==> src/common/ssl_pkg.sv <==
// Shared constants, register map and carrier types of the sensor link
// safety and self-test block. Assumes a 20 MHz device clock.
package ssl_pkg;
    // ************************************************************
    // Clock and times
    // ************************************************************
    localparam int CLK_HZ     = 20_000_000;
    localparam int US_CYC     = CLK_HZ / 1_000_000;   // Cycles per microsecond
    localparam int T_SETTLE_US = 512;
    localparam int T_DRAIN_US  = 128;
    localparam int T_PAR_US    = 150;
    localparam logic [9:0] SETTLE_TK = 10'(T_SETTLE_US);
    localparam logic [9:0] DRAIN_TK  = 10'(T_DRAIN_US);
    localparam logic [7:0] PAR_TK    = 8'(T_PAR_US);
    localparam logic [4:0] US_DIV    = 5'(US_CYC - 1);
    // ************************************************************
    // Register offsets
    // ************************************************************
    localparam logic [7:0] A_STS   = 8'h01;   // Self-test setting
    localparam logic [7:0] A_ABORT = 8'h02;   // Abort command
    localparam logic [7:0] A_SELF_TEST_STATUS_REG  = 8'h03;   // Self-test status
    localparam logic [7:0] A_SR2   = 8'h04;   // Status two, read clears
    localparam logic [7:0] A_LINE  = 8'h05;   // Line and regulator control
    localparam logic [7:0] A_CRIT  = 8'h06;   // Critical, odd parity
    localparam logic [7:0] A_DATA1 = 8'h08;
    localparam logic [7:0] A_DATA2 = 8'h09;
    localparam logic [3:0] A_TAG_HI = 4'h1;   // Tags at 0x10..0x1f
    // ************************************************************
    // Fields and reset values
    // ************************************************************
    localparam int STS_SLAVE = 0;
    localparam int STS_MASTER = 1;
    localparam int STS_LVL   = 10;
    localparam int STS_SEL_LO = 5;
    localparam logic [4:0] SEL_ONE = 5'h15;
    localparam logic [4:0] SEL_TWO = 5'h16;
    localparam int LINE_REG_DIS = 2;
    localparam int LINE_SRST    = 3;
    localparam int ABORT_STOP   = 0;
    localparam int SELF_TEST_STATUS_REG_BET     = 0;
    localparam int TAG_W  = 5;
    localparam int DATA_W = 16;
    localparam int SLOT_AW = 3;
    localparam logic [15:0] EMPTY_CODE = 16'h01f0;
    localparam logic [15:0] CRIT_RST   = 16'h8000;
    typedef enum logic [2:0] {
        X_IDLE = 3'b000,
        X_SLV  = 3'b001,
        X_BON  = 3'b010,
        X_BDCH = 3'b011,
        X_CON  = 3'b100,
        X_CDCH = 3'b101
    } ssl_xstate_t;
    typedef struct packed {
        logic              valid;
        logic [DATA_W-1:0] data;
    } ssl_rx_t;
    typedef struct packed {
        logic [TAG_W-1:0]  tag;
        logic [DATA_W-1:0] data;
    } ssl_buf_t;
endpackage

==> src/verilog/ssl_selftest.sv <==
// Safety and self-test logic for a two-channel sensor transceiver.
// Assumes a register master on a plain strobe port and analog flags
// that are already synchronous to i_mclk.
// Function
// - Software tag per slot, returned with data
// - Data frame carries fault summary bit
// - Tag and data stored in one write
// - After valid read, write empty code, check
// - Failed check latches fault, read clears
// - Test bit keeps old data after read
// - Test level drives selected output statically
// - Select field decodes output one or two
// - At most one output in test mode
// - Start only with both lines off
// - Ignore line-on and regulator-off while testing
// - Only stop bit works; master abort flags
// - Running flag during test, done after
// - Results clear on read or start request
// - Bits 0,8 hold master ground results
// - Slave sinks 512 us, checks undervolt
// - Master battery check each line in turn
// - Battery short excludes line from coupling
// - Phase one drives line one, checks both
// - Phase two drives line two, checks both
// - Master ends itself; slave abort unflagged
// - Undervolt filtered, only while line on
// - Reset keeps lines off, clears failures
//
// The address-and-strobe port and the register addresses were chosen for this implementation.
`timescale 1ns/1ps
module ssl_selftest #(
    parameter int FILT_CYC = 16
) (
    input  wire logic           i_mclk,
    input  wire logic           i_rst_n,
    input  wire logic [7:0]     i_addr,
    input  wire logic [31:0]    i_wdata,
    input  wire logic           i_wr,
    input  wire logic           i_rd,
    output logic [31:0]         o_rdata,
    input  wire ssl_pkg::ssl_rx_t i_rx_one,
    input  wire ssl_pkg::ssl_rx_t i_rx_two,
    input  wire logic [ssl_pkg::SLOT_AW-1:0] i_slot,
    input  wire logic [1:0]     i_line_uv_raw,
    input  wire logic [1:0]     i_line_bat_short,
    input  wire logic [1:0]     i_line_gnd_short,
    input  wire logic           i_reg_undervolt,
    input  wire logic [1:0]     i_dout,
    output logic [1:0]          o_dout,
    output logic [1:0]          o_line_on,
    output logic [1:0]          o_sink,
    output logic                o_fault_mask,
    output logic                o_reg_disable
);
    import ssl_pkg::*;

    // ************************************************************
    // Declarations
    // ************************************************************
    logic          srst;
    logic          rst;
    ssl_xstate_t   st;
    logic          ch;
    logic [9:0]    tmr;
    logic [4:0]    div;
    logic          us_tick;
    logic          run;
    logic          exp;
    logic [10:0]   sts_q;
    logic          bet;
    logic [1:0]    sw_line;
    logic          reg_dis;
    logic [15:0]   crit;
    logic [7:0]    par_cnt;
    logic          par_bad;
    logic          reg_uv;
    logic          fsum;
    logic [TAG_W-1:0] tag_mem [2**(SLOT_AW+1)];
    logic          wr_ok;
    logic          start_req;
    logic          abort_req;
    logic          rd_sr2;
    logic [1:0]    done_abrt;
    logic [1:0]    bsh;
    logic [1:0]    cres;
    logic [1:0]    xgnd;
    logic          gnd_hold;
    logic [1:0]    uvf;
    logic [1:0]    bef;
    logic [1:0]    gnd_view;
    logic [1:0]    test_en;
    logic [31:0]   sr2;
    ssl_buf_t      bufs [2];
    ssl_rx_t       rx [2];

    assign rx[0] = i_rx_one;
    assign rx[1] = i_rx_two;
    assign rst   = !i_rst_n || srst;
    assign run   = (st != X_IDLE);
    assign exp   = us_tick && (tmr == 10'd1);
    // While a test runs every write except the abort is dropped
    assign wr_ok = i_wr && !run;
    assign start_req = wr_ok && i_addr == A_STS
                       && (i_wdata[STS_SLAVE] || i_wdata[STS_MASTER]);
    assign abort_req = i_wr && i_addr == A_ABORT && i_wdata[ABORT_STOP];
    assign rd_sr2    = i_rd && i_addr == A_SR2;
    assign fsum      = reg_uv || par_bad;
    // Held ground results replace the live view after a master test
    assign gnd_view  = gnd_hold ? xgnd : i_line_gnd_short;
    assign sr2 = {16'h0, 3'h0, cres[1], bsh[1], uvf[1], bef[1], gnd_view[1],
                  done_abrt[1], done_abrt[0], run,
                  cres[0], bsh[0], uvf[0], bef[0], gnd_view[0]};

    // ************************************************************
    // Soft reset and microsecond enable
    // ************************************************************
    // Soft reset lasts one cycle; a running test drops it like any other write
    always_ff @(posedge i_mclk) begin
        if (!i_rst_n) begin
            srst <= 1'b0;
        end else begin
            srst <= wr_ok && i_addr == A_LINE && i_wdata[LINE_SRST];
        end
    end

    // One enable pulse per microsecond drives every test timer
    always_ff @(posedge i_mclk) begin
        if (rst) begin
            div     <= 5'h0;
            us_tick <= 1'b0;
        end else begin
            us_tick <= (div == US_DIV);
            div     <= (div == US_DIV) ? 5'h0 : div + 5'h1;
        end
    end

    // ************************************************************
    // Software registers
    // ************************************************************
    always_ff @(posedge i_mclk) begin
        if (rst) begin
            sts_q   <= 11'h0;
            bet     <= 1'b0;
            sw_line <= 2'b00;
            reg_dis <= 1'b0;
            crit    <= CRIT_RST;
        end else if (wr_ok) begin
            case (i_addr)
                A_STS:  sts_q <= i_wdata[10:0];
                A_SELF_TEST_STATUS_REG: bet   <= i_wdata[SELF_TEST_STATUS_REG_BET];
                A_LINE: begin
                    sw_line <= i_wdata[1:0];
                    reg_dis <= i_wdata[LINE_REG_DIS];
                end
                A_CRIT: crit <= i_wdata[15:0];
                default: ;
            endcase
        end
    end

    // Slot tag table, one entry per slot of each channel
    always_ff @(posedge i_mclk) begin
        if (wr_ok && i_addr[7:4] == A_TAG_HI) begin
            tag_mem[i_addr[3:0]] <= i_wdata[TAG_W-1:0];
        end
    end

    // Parity of the critical register is checked every 150 us
    always_ff @(posedge i_mclk) begin
        if (rst) begin
            par_cnt <= 8'h0;
            par_bad <= 1'b0;
            reg_uv  <= 1'b0;
        end else begin
            reg_uv <= i_reg_undervolt;
            if (us_tick) begin
                par_cnt <= (par_cnt == PAR_TK - 8'h1) ? 8'h0 : par_cnt + 8'h1;
                if (par_cnt == PAR_TK - 8'h1) begin
                    par_bad <= !(^crit);
                end
            end
        end
    end

    // ************************************************************
    // Per-channel buffer and undervolt filter
    // ************************************************************
    for (genvar c = 0; c < 2; c++) begin : g_ch
        logic       chk;
        logic [4:0] fcnt;
        logic       rd_me;
        assign rd_me = i_rd && i_addr == A_DATA1 + 8'(c);

        // Tag and data land together; a clear never beats fresh data
        always_ff @(posedge i_mclk) begin
            if (rst) begin
                bufs[c] <= '{tag: '0, data: EMPTY_CODE};
                chk     <= 1'b0;
                bef[c]  <= 1'b0;
            end else begin
                chk <= 1'b0;
                if (rx[c].valid) begin
                    bufs[c] <= '{tag: tag_mem[{1'(c), i_slot}],
                                 data: rx[c].data};
                end else if (rd_me && bufs[c].data != EMPTY_CODE) begin
                    if (!bet) begin
                        bufs[c].data <= EMPTY_CODE;
                    end
                    chk <= 1'b1;
                end
                if (rd_sr2) begin
                    bef[c] <= 1'b0;
                end
                if (chk && bufs[c].data != EMPTY_CODE) begin
                    bef[c] <= 1'b1;
                end
            end
        end

        // Debounce counts only while the line is powered
        always_ff @(posedge i_mclk) begin
            if (rst || !o_line_on[c]) begin
                fcnt   <= 5'h0;
                uvf[c] <= 1'b0;
            end else if (i_line_uv_raw[c] == uvf[c]) begin
                fcnt <= 5'h0;
            end else if (fcnt == 5'(FILT_CYC - 1)) begin
                fcnt   <= 5'h0;
                uvf[c] <= i_line_uv_raw[c];
            end else begin
                fcnt <= fcnt + 5'h1;
            end
        end

    end

    // ************************************************************
    // Cross-coupling test sequencer
    // ************************************************************
    // The sequencer owns the line, sink and mask outputs
    always_ff @(posedge i_mclk) begin
        if (rst) begin
            st <= X_IDLE;
            ch <= 1'b0;
            tmr <= 10'h0;
            o_line_on <= 2'b00;
            o_sink <= 2'b00;
            o_fault_mask <= 1'b0;
            done_abrt <= 2'b00;
            bsh <= 2'b00;
            cres <= 2'b00;
            xgnd <= 2'b00;
            gnd_hold <= 1'b0;
        end else begin
            if (us_tick && tmr != 10'h0) begin
                tmr <= tmr - 10'h1;
            end
            if (rd_sr2) begin
                done_abrt <= 2'b00;
                bsh <= 2'b00;
                cres <= 2'b00;
                xgnd <= 2'b00;
                gnd_hold <= 1'b0;
            end
            case (st)
                X_IDLE: begin
                    o_line_on <= sw_line;
                    if (start_req) begin
                        done_abrt <= 2'b00;
                        bsh <= 2'b00;
                        cres <= 2'b00;
                        xgnd <= 2'b00;
                        gnd_hold <= 1'b0;
                        if (o_line_on == 2'b00 && sw_line == 2'b00) begin
                            tmr <= SETTLE_TK;
                            if (i_wdata[STS_MASTER]) begin
                                st <= X_BON;
                                ch <= 1'b0;
                                o_line_on <= 2'b01;
                                o_fault_mask <= 1'b1;
                            end else begin
                                st <= X_SLV;
                                o_sink <= 2'b11;
                            end
                        end
                    end
                end
                X_SLV: if (exp) begin
                    o_sink <= 2'b00;
                    cres <= ~i_line_uv_raw;
                    done_abrt[1] <= 1'b1;
                    st <= X_IDLE;
                end
                X_BON, X_CON: if (exp) begin
                    if (st == X_BON) begin
                        bsh[ch] <= i_line_bat_short[ch];
                    end else begin
                        xgnd[ch] <= i_line_uv_raw[ch];
                        if (!i_line_uv_raw[!ch]) begin
                            cres[!ch] <= 1'b1;
                        end
                    end
                    o_line_on <= 2'b00;
                    o_sink <= ch ? 2'b10 : 2'b01;
                    tmr <= DRAIN_TK;
                    st <= (st == X_BON) ? X_BDCH : X_CDCH;
                end
                X_BDCH, X_CDCH: if (exp) begin
                    o_sink <= 2'b00;
                    tmr <= SETTLE_TK;
                    if (st == X_BDCH && !ch) begin
                        ch <= 1'b1;
                        o_line_on <= 2'b10;
                        st <= X_BON;
                    end else if (st == X_BDCH && !(bsh[0] && bsh[1])) begin
                        ch <= bsh[0];
                        o_line_on <= bsh[0] ? 2'b10 : 2'b01;
                        st <= X_CON;
                    end else if (st == X_CDCH && !ch && !bsh[1]) begin
                        ch <= 1'b1;
                        o_line_on <= 2'b10;
                        st <= X_CON;
                    end else begin
                        done_abrt[1] <= 1'b1;
                        gnd_hold <= 1'b1;
                        o_fault_mask <= 1'b0;
                        st <= X_IDLE;
                    end
                end
                default: st <= X_IDLE;
            endcase
            // Abort drops every drive at once
            if (abort_req && run) begin
                st <= X_IDLE;
                o_line_on <= 2'b00;
                o_sink <= 2'b00;
                o_fault_mask <= 1'b0;
                if (st != X_SLV) begin
                    done_abrt[0] <= 1'b1;
                end
            end
        end
    end

    // ************************************************************
    // Output test, read port and registered pins
    // ************************************************************
    // Only two select codes exist, so both outputs never test together
    assign test_en = {sts_q[9:STS_SEL_LO] == SEL_TWO,
                      sts_q[9:STS_SEL_LO] == SEL_ONE};

    always_ff @(posedge i_mclk) begin
        if (rst) begin
            o_dout <= 2'b00;
            o_reg_disable <= 1'b0;
        end else begin
            for (int k = 0; k < 2; k++) begin
                o_dout[k] <= test_en[k] ? sts_q[STS_LVL] : i_dout[k];
            end
            o_reg_disable <= reg_dis;
        end
    end

    // Read data stand only in the cycle after the strobe
    always_ff @(posedge i_mclk) begin
        if (rst || !i_rd) begin
            o_rdata <= 32'h0;
        end else begin
            case (i_addr)
                A_STS:   o_rdata <= {21'h0, sts_q};
                A_SELF_TEST_STATUS_REG:  o_rdata <= {31'h0, bet};
                A_SR2:   o_rdata <= sr2;
                A_LINE:  o_rdata <= {29'h0, reg_dis, o_line_on};
                A_CRIT:  o_rdata <= {16'h0, crit};
                A_DATA1: o_rdata <= {10'h0, fsum, bufs[0]};
                A_DATA2: o_rdata <= {10'h0, fsum, bufs[1]};
                default: o_rdata <= (i_addr[7:4] == A_TAG_HI)
                                    ? {27'h0, tag_mem[i_addr[3:0]]} : 32'h0;
            endcase
        end
    end
endmodule

==> config.mk <==
export PLATFORM = sky130hd
export DESIGN_NAME = ssl_selftest
export DESIGN_NICKNAME = d
export VERILOG_FILES = /design/src/common/ssl_pkg.sv /design/src/verilog/ssl_selftest.sv
export SDC_FILE = /design/constraint.sdc
export NUM_CORES = 1
export LEC_CHECK = 0
export BUFFER_PORTS_ARGS = -buffer_cell sky130_fd_sc_hd__buf_2
export CORE_MARGIN = 4
export CORE_UTILIZATION = 40
export DETAILED_ROUTE_END_ITERATION = 10
export GPL_ROUTABILITY_DRIVEN = 0
export PLACE_DENSITY = 0.62
export SYNTH_ARGS = -nofsm -noshare
export SYNTH_HDL_FRONTEND = slang
export SYNTH_SLANG_ARGS = --single-unit
==> constraint.sdc <==
create_clock -name i_mclk -period 3.7 [get_ports i_mclk]
set_input_delay 0.74 -clock i_mclk [delete_from_list [all_inputs] [get_ports i_mclk]]
set_output_delay 0.74 -clock i_mclk [all_outputs]
set_load 0.02 [all_outputs]
==> results of run 1 <==
[per-stage QoR]
stage / hold WS [ns] / instance area (sq um) / total power [mW]
floorplan: 0.418 / 11200 / 3.11
CTS: 0.406 / 13000 / 5.98
finish: 0.421 / 13000 / 5.92
detailed placement: 0.442 / 12100 / 3.25
global placement: 0.430 / 12100 / 3.25
global route: 0.428 / 13000 / 6.13
[path summary, 6_finish.rpt]
| kind | startpoint | endpoint | cells after the start |
|---|---|---|---|
| setup / recovery | st[0] | tag_mem[9][1] | 4 |
| hold / removal | i_reg_undervolt | reg_uv | 2 |
| setup reg to reg | st[0] | tag_mem[9][1] | 4 |
| hold reg to reg | o_sink[0] | o_sink[0] | 2 |
[sequential cells by signal, indices dropped and copies added, names as in the netlist, 2 cells and up]
| name | flops |
|---|---|
| sr2 | 2 |
| xgnd | 2 |
| sts_q | 11 |
| done_abrt | 2 |
| o_line_on | 2 |
| o_dout | 2 |
| div | 5 |
| tmr | 10 |
| cres | 2 |
| g_ch.fcnt | 10 |
| g_ch.chk | 2 |
| tag_mem | 80 |
| par_cnt | 8 |
| bufs | 42 |
| bsh | 2 |
| o_rdata | 22 |
| crit | 16 |
| st | 3 |
| bef | 2 |
| o_sink | 2 |
| sw_line | 2 |
[power groups by stage]
stage,clock (mW),sequential [mW],combinational [mW]
floorplan,0,2.90,0.208
global placement,0,2.91,0.334
detailed placement,0,2.91,0.339
CTS,2.78,2.86,0.340
global route,2.90,2.86,0.367
finish,2.73,2.86,0.340
[cells in the mapped netlist (10+ instances only)]
master	count
nor2_1	100
a21oi_1	54
nand3_1	24
xor2_1	12
inv_1	20
nand2b_1	13
or2_2	11
mux2_2	11
dfxtp_1	117
ha_1	10
buf_4	10
o21ai_0	14
nand2_1	100
nand4_1	16
xnor2_1	24
a22oi_1	21
nor3_1	14
edfxtp_1	122
clkbuf_1	46
and3_1	30
a211oi_1	10
mux4_2	45
mux2i_1	19
[critical path, cell delays in order, from the launching register on]
cell,delay [ns]
dfxtp_1,0.31
or4b_2,0.74
nor2_1,0.33
nand3_1,0.30
nor2_1,0.48
[cell families after synthesis]
kind of cell / synth area share (%)
simple gates: 17.6
flops: 53.8
compound gates: 9.20
buf+inv: 3.48
mux: 11.9
xor+xnor: 2.83
fa+ha+maj: 1.12
other cells: 0.0336
[metal layers]
layer  part of all wire, %  global-route usage [%]  vias to the layer above
met5                     0                       0                        -
met4                   2.6                    4.81                        0
met3                   6.0                    3.27                       59
met2                    48                    30.3                      272
met1                    44                    25.5                     3948
li1                      -                       -                     3838
[final cells by class]
type | count | area [sq um] | share of cell area [%]
Sequential cell | 239 | 6010 | 46.3
Multi-Input combinational cell | 667 | 4810 | 37.0
Clock buffer | 32 | 738 | 5.69
Timing Repair Buffer | 128 | 716 | 5.51
Tap cell | 372 | 465 | 3.58
Clock inverter | 16 | 178 | 1.37
Inverter | 20 | 75.1 | 0.578
==> results.cfg, run 1 <==
[synth]
synth-seq-cells = 239
seq_area_frac_synth_pct = 53.8
synth-edff-count = 122
yosysTopAreaCellShare_pct = 32.8
synth_ff_type = edfxtp_1
yosysUniqueCellTypes = 72
synthArstFlopShare_pct = 0
syn-cell-area_sq_um = 11200
syn_avg_cell_area_sq_um = 11.3
synth.area.top_cells = edfxtp_1 33%, dfxtp_1 21%, mux4_2 9.1%
syn_inst = 984
yosys_warnings = 0
yosysTopAreaCell = edfxtp_1

[timing]
fin_crit_sh_pct = 68.4
fin_crit_ns = 2.53
rsz0062_at_grt = no
timing.final.max_slew_violations = 0
timing.fmax_ghz = 0.395
maxSlewHeadroom_pct = 46.6
setup_viol = 0
timing.final.ws_setup_ns = 1.17
tightestPinTransition_ns = 0.801
finalHoldViolations = 0
setup_tns_ns = 0
skew_ns = 0.0103

[placement]
portBuffers = 103
dp_hpwl_um = 21200
dp_slack_ns = 0.644
place_inst = 1426

[layout]
drive_above_1_share_pct = 23.0
final_cell_mix = 122 x edfxtp_1, 117 x dfxtp_1, 103 x buf_2
area_growth_pct = 16.4
final_cells = 1474
nFillCells = 2503
final_core_util_pct = 47.8
final_nets = 1183
n_antenna_cell = 0
final_common_cell = edfxtp_1

[detailed_routing]
first_iter_violations = 788
drcViolationCount = 0
finalWirelength_um = 29100
vias_per_cell = 5.51
via_count = 8117
wl_per_cell_um = 19.8
antenna_left = 0
dr.pass1.iters = 7

[clock_network]
cts_tree = done
clk_latency_ns = 0.53
clock_sinks = 239
cts_root_buffer = clkbuf_16
numCtsBuffers = 27
cts_hold_buffers = 0
htree_num_levels = 1
clk_path_buf_depth = 3
post_cts_resized = 0
postCtsSetupBuffers = 0
path_clk_slew_ns = 0.06

[power]
combPwrFrac_pct = 5.7
pwr-share-seq_pct = 48.2
powerDensity_nw_per_um2 = 456
switching_share_pct = 21.4
peakVddDrop_mv = 0.370
p_leak_nw = 4.64
p_sw_mw = 1.27
p_int_mw = 4.66
p_clk_share_pct = 46.0

[die]
rows = 60
dieArea_sq_um = 30600
die_h_um = 175
fp.dieW_um = 175
initial_core_util_pct = 41.0
core_area_sq_um = 27200
boundaryPins = 130

[global_route]
grt_first_pass_wirelength_um = 44900
grt_max_degree = 44
first_global_vias = 7836
antenna_found_initial = 0
grt-ovfl-total = 0
grt_usage_pct = 18.5

[status]
status = complete, no violations

[worst_hold_path]
hold_class = in2reg

[critical_path]
start_kind = flip-flop
reg2reg_slack_ns = 1.17
crit_arrival_ns = 2.69
critPathKind = reg2reg
end_kind = flip-flop
worstPathMaxFanout = 5
cp_data_required_time_ns = 3.86

[job]
maxCapViolations = 0
(Power assumes the default switching activity.)
==> run 2, diff against run 1 <==
Settings changed: ABC_AREA set to 1, PLACE_DENSITY 0.62 to 0.64.
Clock period 3.7 ns to 2.21 ns, I/O delays scaled along.
==> run 2 against run 1 <==
First-iteration DRC count increased by 19%. Utilization increased by 0.61 points. Cell count increased by 28%. Clock power increased by 60%.
==> results.cfg, run 2 <==
[layout]
multi_input_area_sq_um = 4550
final_cell_mix = 242 x nand2_1, 184 x nor2_1, 152 x o21ai_0
nFillCells = 2735
seqCellArea_sq_um = 6010
final_common_cell = nand2_1
fin_area_sq_um = 13500
final_nets = 1594
n_antenna_cell = 0
drive_above_1_share_pct = 19.1
largest_reg_flops = 80
area_growth_pct = 18.5
final_cells = 1892

[placement]
dp_hpwl_um = 23900
place_inst = 1843
portBuffers = 103
dpl_cell_area_sq_um = 12600

[timing]
timing.final.max_slew_violations = 0
setup_viol = 0
skew_ns = 0.00999
tightestPinTransition_ns = 0.524
finalHoldViolations = 0
maxSlewHeadroom_pct = 65.0
rsz0062_at_grt = no
fin_crit_sh_pct = 90.5
setup_tns_ns = 0
fin_crit_ns = 2.00
timing.fmax_ghz = 0.500

[critical_path]
worstPathMaxFanout = 6
slowest_stage = dfxtp_1
end_kind = flip-flop
critPathMaxStageDelay_ns = 0.36
cp_data_required_time_ns = 2.46
critPathKind = reg2reg
path_cells = inv_2 -> nand3_4 -> nor2_4 -> inv_2 -> nor2_1 -> nand2_1 -> buf_4 -> nor2_1 -> buf_4
crit_arrival_ns = 2.25
start_kind = flip-flop

[power]
pwr-share-seq_pct = 43.8
power_mw = 11.2
p_clk_share_pct = 39.1
p_sw_mw = 3.23
powerDensity_nw_per_um2 = 827
peakVddDrop_mv = 0.616
switching_share_pct = 28.9
combPwrFrac_pct = 17.1
p_int_mw = 7.95
p_leak_nw = 5.56

[clock_network]
cts_tree = done
postCtsSetupBuffers = 0
cts_hold_buffers = 0
path_clk_slew_ns = 0.06
clock_sinks = 239
cts_root_buffer = clkbuf_16
numCtsBuffers = 27
clk_path_buf_depth = 3
clk_latency_ns = 0.54
post_cts_resized = 0
htree_num_levels = 1

[synth]
synth.area.top_cells = edfxtp_1 32%, dfxtp_1 21%, nand2_1 8.0%
yosys-top-cells-count = 242 x nand2_1, 184 x nor2_1, 152 x o21ai_0
yosysTopAreaCell = edfxtp_1
yosysMostFrequentCell = nand2_1
yosys_warnings = 0
synth_ff_type = edfxtp_1
yosysTopAreaCellShare_pct = 32.1
seq_area_frac_synth_pct = 52.6
syn-cell-area_sq_um = 11400
yosysUniqueCellTypes = 51
synthArstFlopShare_pct = 0
syn_avg_cell_area_sq_um = 8.45
synth-edff-count = 122
synth-seq-cells = 239
syn_inst = 1350

[global_route]
grt_max_degree = 51
first_global_vias = 9059
grt-ovfl-total = 0
grt_first_pass_wirelength_um = 49300
antenna_found_initial = 0
grt_usage_pct = 20.0

[detailed_routing]
antenna_left = 0
via_count = 9768
dr.pass1.iters = 5
first_iter_violations = 940
vias_per_cell = 5.16
drcViolationCount = 0
finalWirelength_um = 32200
wl_per_cell_um = 17.0

[die]
dieArea_sq_um = 31300
fp.dieW_um = 177
die_h_um = 177
rows = 61
boundaryPins = 130
core_area_sq_um = 27900
initial_core_util_pct = 40.8

[job]
maxCapViolations = 0

[status]
status = complete, no violations

[worst_hold_path]
hold_class = in2reg
## run 2: changes by cell type after synthesis, sizes merged, moves of 26 or more
| cell | previous run | this run |
|---|---|---|
| nor2 | 100 | 198 |
| o21ai | 20 | 158 |
| mux4 | 45 | 0 |
| inv | 20 | 159 |
| nand2 | 100 | 254 |
| and3 | 30 | 0 |
| nand3 | 24 | 64 |
| clkbuf | 46 | 20 |
| a21oi | 54 | 81 |
## run 2: area by class of cell
| cell class | instances | area share, % |
|---|---|---|
| tap | 378 | 3.50 |
| clock inverter | 20 | 1.29 |
| timing repair buffer | 160 | 7.53 |
| sequential | 239 | 44.4 |
| multi-input combinational | 906 | 33.7 |
| clock buffer | 29 | 5.13 |
| inverter | 160 | 4.46 |
## run 2: worst max-delay path: cells and delay by family, from the launching register on
family / cells / cell delay (ns)
simple gates: 5 / 0.79
buf+inv: 4 / 0.55
flops: 1 / 0.36
## run 2: per-stage QoR
stage | hold slack, ns | util, % | setup slack (ns)
floorplan | 0.418 | - | 0.144
global placement | 0.429 | 45.3 | 0.0786
detailed placement | 0.437 | 45.3 | 0.0883
CTS | 0.136 | 48.4 | 0.218
global route | 0.138 | 48.4 | 0.120
finish | 0.144 | 48.4 | 0.211
## run 2: kinds of logic after synthesis
group / share of synthesized area, %
compound gates: 13.8
xor+xnor: 1.92
fa+ha+maj: 1.10
buf+inv: 7.78
flops: 52.6
mux: 0.351
other cells: 0.0329
simple gates: 22.4
## run 2: power by group through the flow
stage          clock (mW)  combinational [mW]  sequential (mW)
2_1_floorplan           0                1.20             5.00
3_3_place_gp            0                1.87             4.99
3_5_place_dp            0                1.90             4.99
4_1_cts              4.45                1.91             4.90
5_1_grt              4.67                2.10             4.91
6_report             4.37                1.91             4.90
## run 2: path summary, 6_finish.rpt
check | depth (start not counted) | from | slack (ns) | end
max reg2reg | 9 | st[0] | 0.21 | tag_mem[10][2]
max | 9 | st[0] | 0.21 | tag_mem[10][2]
min | 3 | i_wdata[11] | 0.14 | crit[11]
min reg2reg | 1 | g_ch[0].fcnt[0] | 0.45 | g_ch[0].fcnt[0]
## run 2: routing by layer
metal	global-route usage [%]	vias up	wire length [um]
li1	-	4785	-
met5	0	-	0
met4	7.16	0	1110
met3	3.87	72	2680
met1	28.4	4519	14400
met2	30.5	392	14000
==> run 3, diff against run 2 <==
Settings changed: RECOVER_POWER set to 25.
==> run 3 against run 2 <==
Fmax about the same. Clock-buffer cell count unchanged. Global-route usage unchanged. Cell count unchanged. Largest cell class unchanged. Via count down 0.18%. Clock power about the same. Non-clock buffer count unchanged. Hold slack worse by 0.0021 ns. First-iteration DRC count down 5.5%.
==> results.cfg, run 3 (synthesis gave the netlist of run 2 again) <==
[clock_network]
post_cts_resized = 0
cts_hold_buffers = 0
numCtsBuffers = 27
clk_latency_ns = 0.54
path_clk_slew_ns = 0.06
htree_num_levels = 1
clk_path_buf_depth = 3
cts_tree = done
postCtsSetupBuffers = 0
clock_sinks = 239
cts_root_buffer = clkbuf_16

[timing]
rsz0062_at_grt = no
fin_crit_ns = 2.00
maxSlewHeadroom_pct = 23.4
timing.final.max_slew_violations = 0
setup_tns_ns = 0
tightestPinTransition_ns = 1.15
timing.fmax_ghz = 0.501
skew_ns = 0.0108
whs_ns = 0.142
timing.final.ws_setup_ns = 0.213
fin_crit_sh_pct = 90.4
setup_viol = 0
finalHoldViolations = 0

[detailed_routing]
wl_per_cell_um = 17.0
vias_per_cell = 5.15
first_iter_violations = 888
dr.pass1.iters = 5
via_count = 9750
finalWirelength_um = 32100
antenna_left = 0
drcViolationCount = 0

[critical_path]
critPathBufInv = 4
end_kind = flip-flop
reg2reg_slack_ns = 0.21
cp_top_family = simple AND/OR/NAND/NOR gates
cp_data_required_time_ns = 2.46
critPathMaxStageDelay_ns = 0.36
path_cells = inv_2 -> nand3_4 -> nor2_4 -> inv_2 -> nor2_1 -> nand2_1 -> buf_4 -> nor2_1 -> buf_4
worstPathMaxFanout = 6
crit_arrival_ns = 2.25
critPathKind = reg2reg
start_kind = flip-flop
slowest_stage = dfxtp_1

[layout]
area_growth_pct = 18.2
drive_above_1_share_pct = 18.4
final_cell_mix = 242 x nand2_1, 185 x nor2_1, 152 x o21ai_0
final_cells = 1892
largest_reg_flops = 80
final_core_util_pct = 48.3
nFillCells = 2737
final_common_cell = nand2_1
final_nets = 1594
fin_area_sq_um = 13500
n_antenna_cell = 0

[global_route]
antenna_found_initial = 0
grt_first_pass_wirelength_um = 49300
grt_usage_pct = 20.0
grt-ovfl-total = 0
first_global_vias = 9059
grt_max_degree = 51

[job]
maxCapViolations = 0

[power]
power_mw = 11.2
powerDensity_nw_per_um2 = 828
peakVddDrop_mv = 0.619
p_leak_nw = 5.53

[placement]
place_inst = 1843
dp_hpwl_um = 23900
dp_slack_ns = 0.0883
dpl_cell_area_sq_um = 12600
portBuffers = 103

[status]
status = complete, no violations

[die]
fp.dieW_um = 177
initial_core_util_pct = 40.8
die_h_um = 177
core_area_sq_um = 27900
dieArea_sq_um = 31300
boundaryPins = 130
rows = 61

[worst_hold_path]
hold_class = in2reg
## run 3: changes by cell type in the layout (fill, tap and decap cells not counted)
cell	delta
buf_4	-5
nor2_1	+1
nor2_2	-1
buf_2	-5
clkbuf_1	+10
## run 3: layout make-up
cell class              instances  area [sq um]  area share, %
clock buffers                  29           693           5.14
well taps                     378           473           3.51
multi-input cells             906          4550           33.7
inverters                     160           603           4.47
clock inverters                20           174           1.29
repair buffers                160           993           7.36
flip-flops and latches        239          6010           44.5
## run 3: per-layer routing
layer  track usage, %  part of all wire, %
met4             7.16                  3.3
met5                0                    0
met1             28.4                   45
met3             3.87                  7.9
met2             30.5                   43
## run 3: final timing paths
path                   start  cells past startpoint         endpoint
max                    st[0]                      9   tag_mem[10][2]
min              i_wdata[11]                      3         crit[11]
max reg2reg            st[0]                      9   tag_mem[10][2]
min reg2reg  g_ch[0].fcnt[0]                      1  g_ch[0].fcnt[0]
## run 3: power by group
group	leakage (nW)	switching, mW	internal, mW
Clock	0.407	1.86	2.51
Sequential	2.10	0.107	4.79
Combinational	3.02	1.27	0.635
## run 3: worst min-delay path, stage by stage
cell and delay [ns]:
buf_2 0.08, nor2_1 0.03, nor2_1 0.08
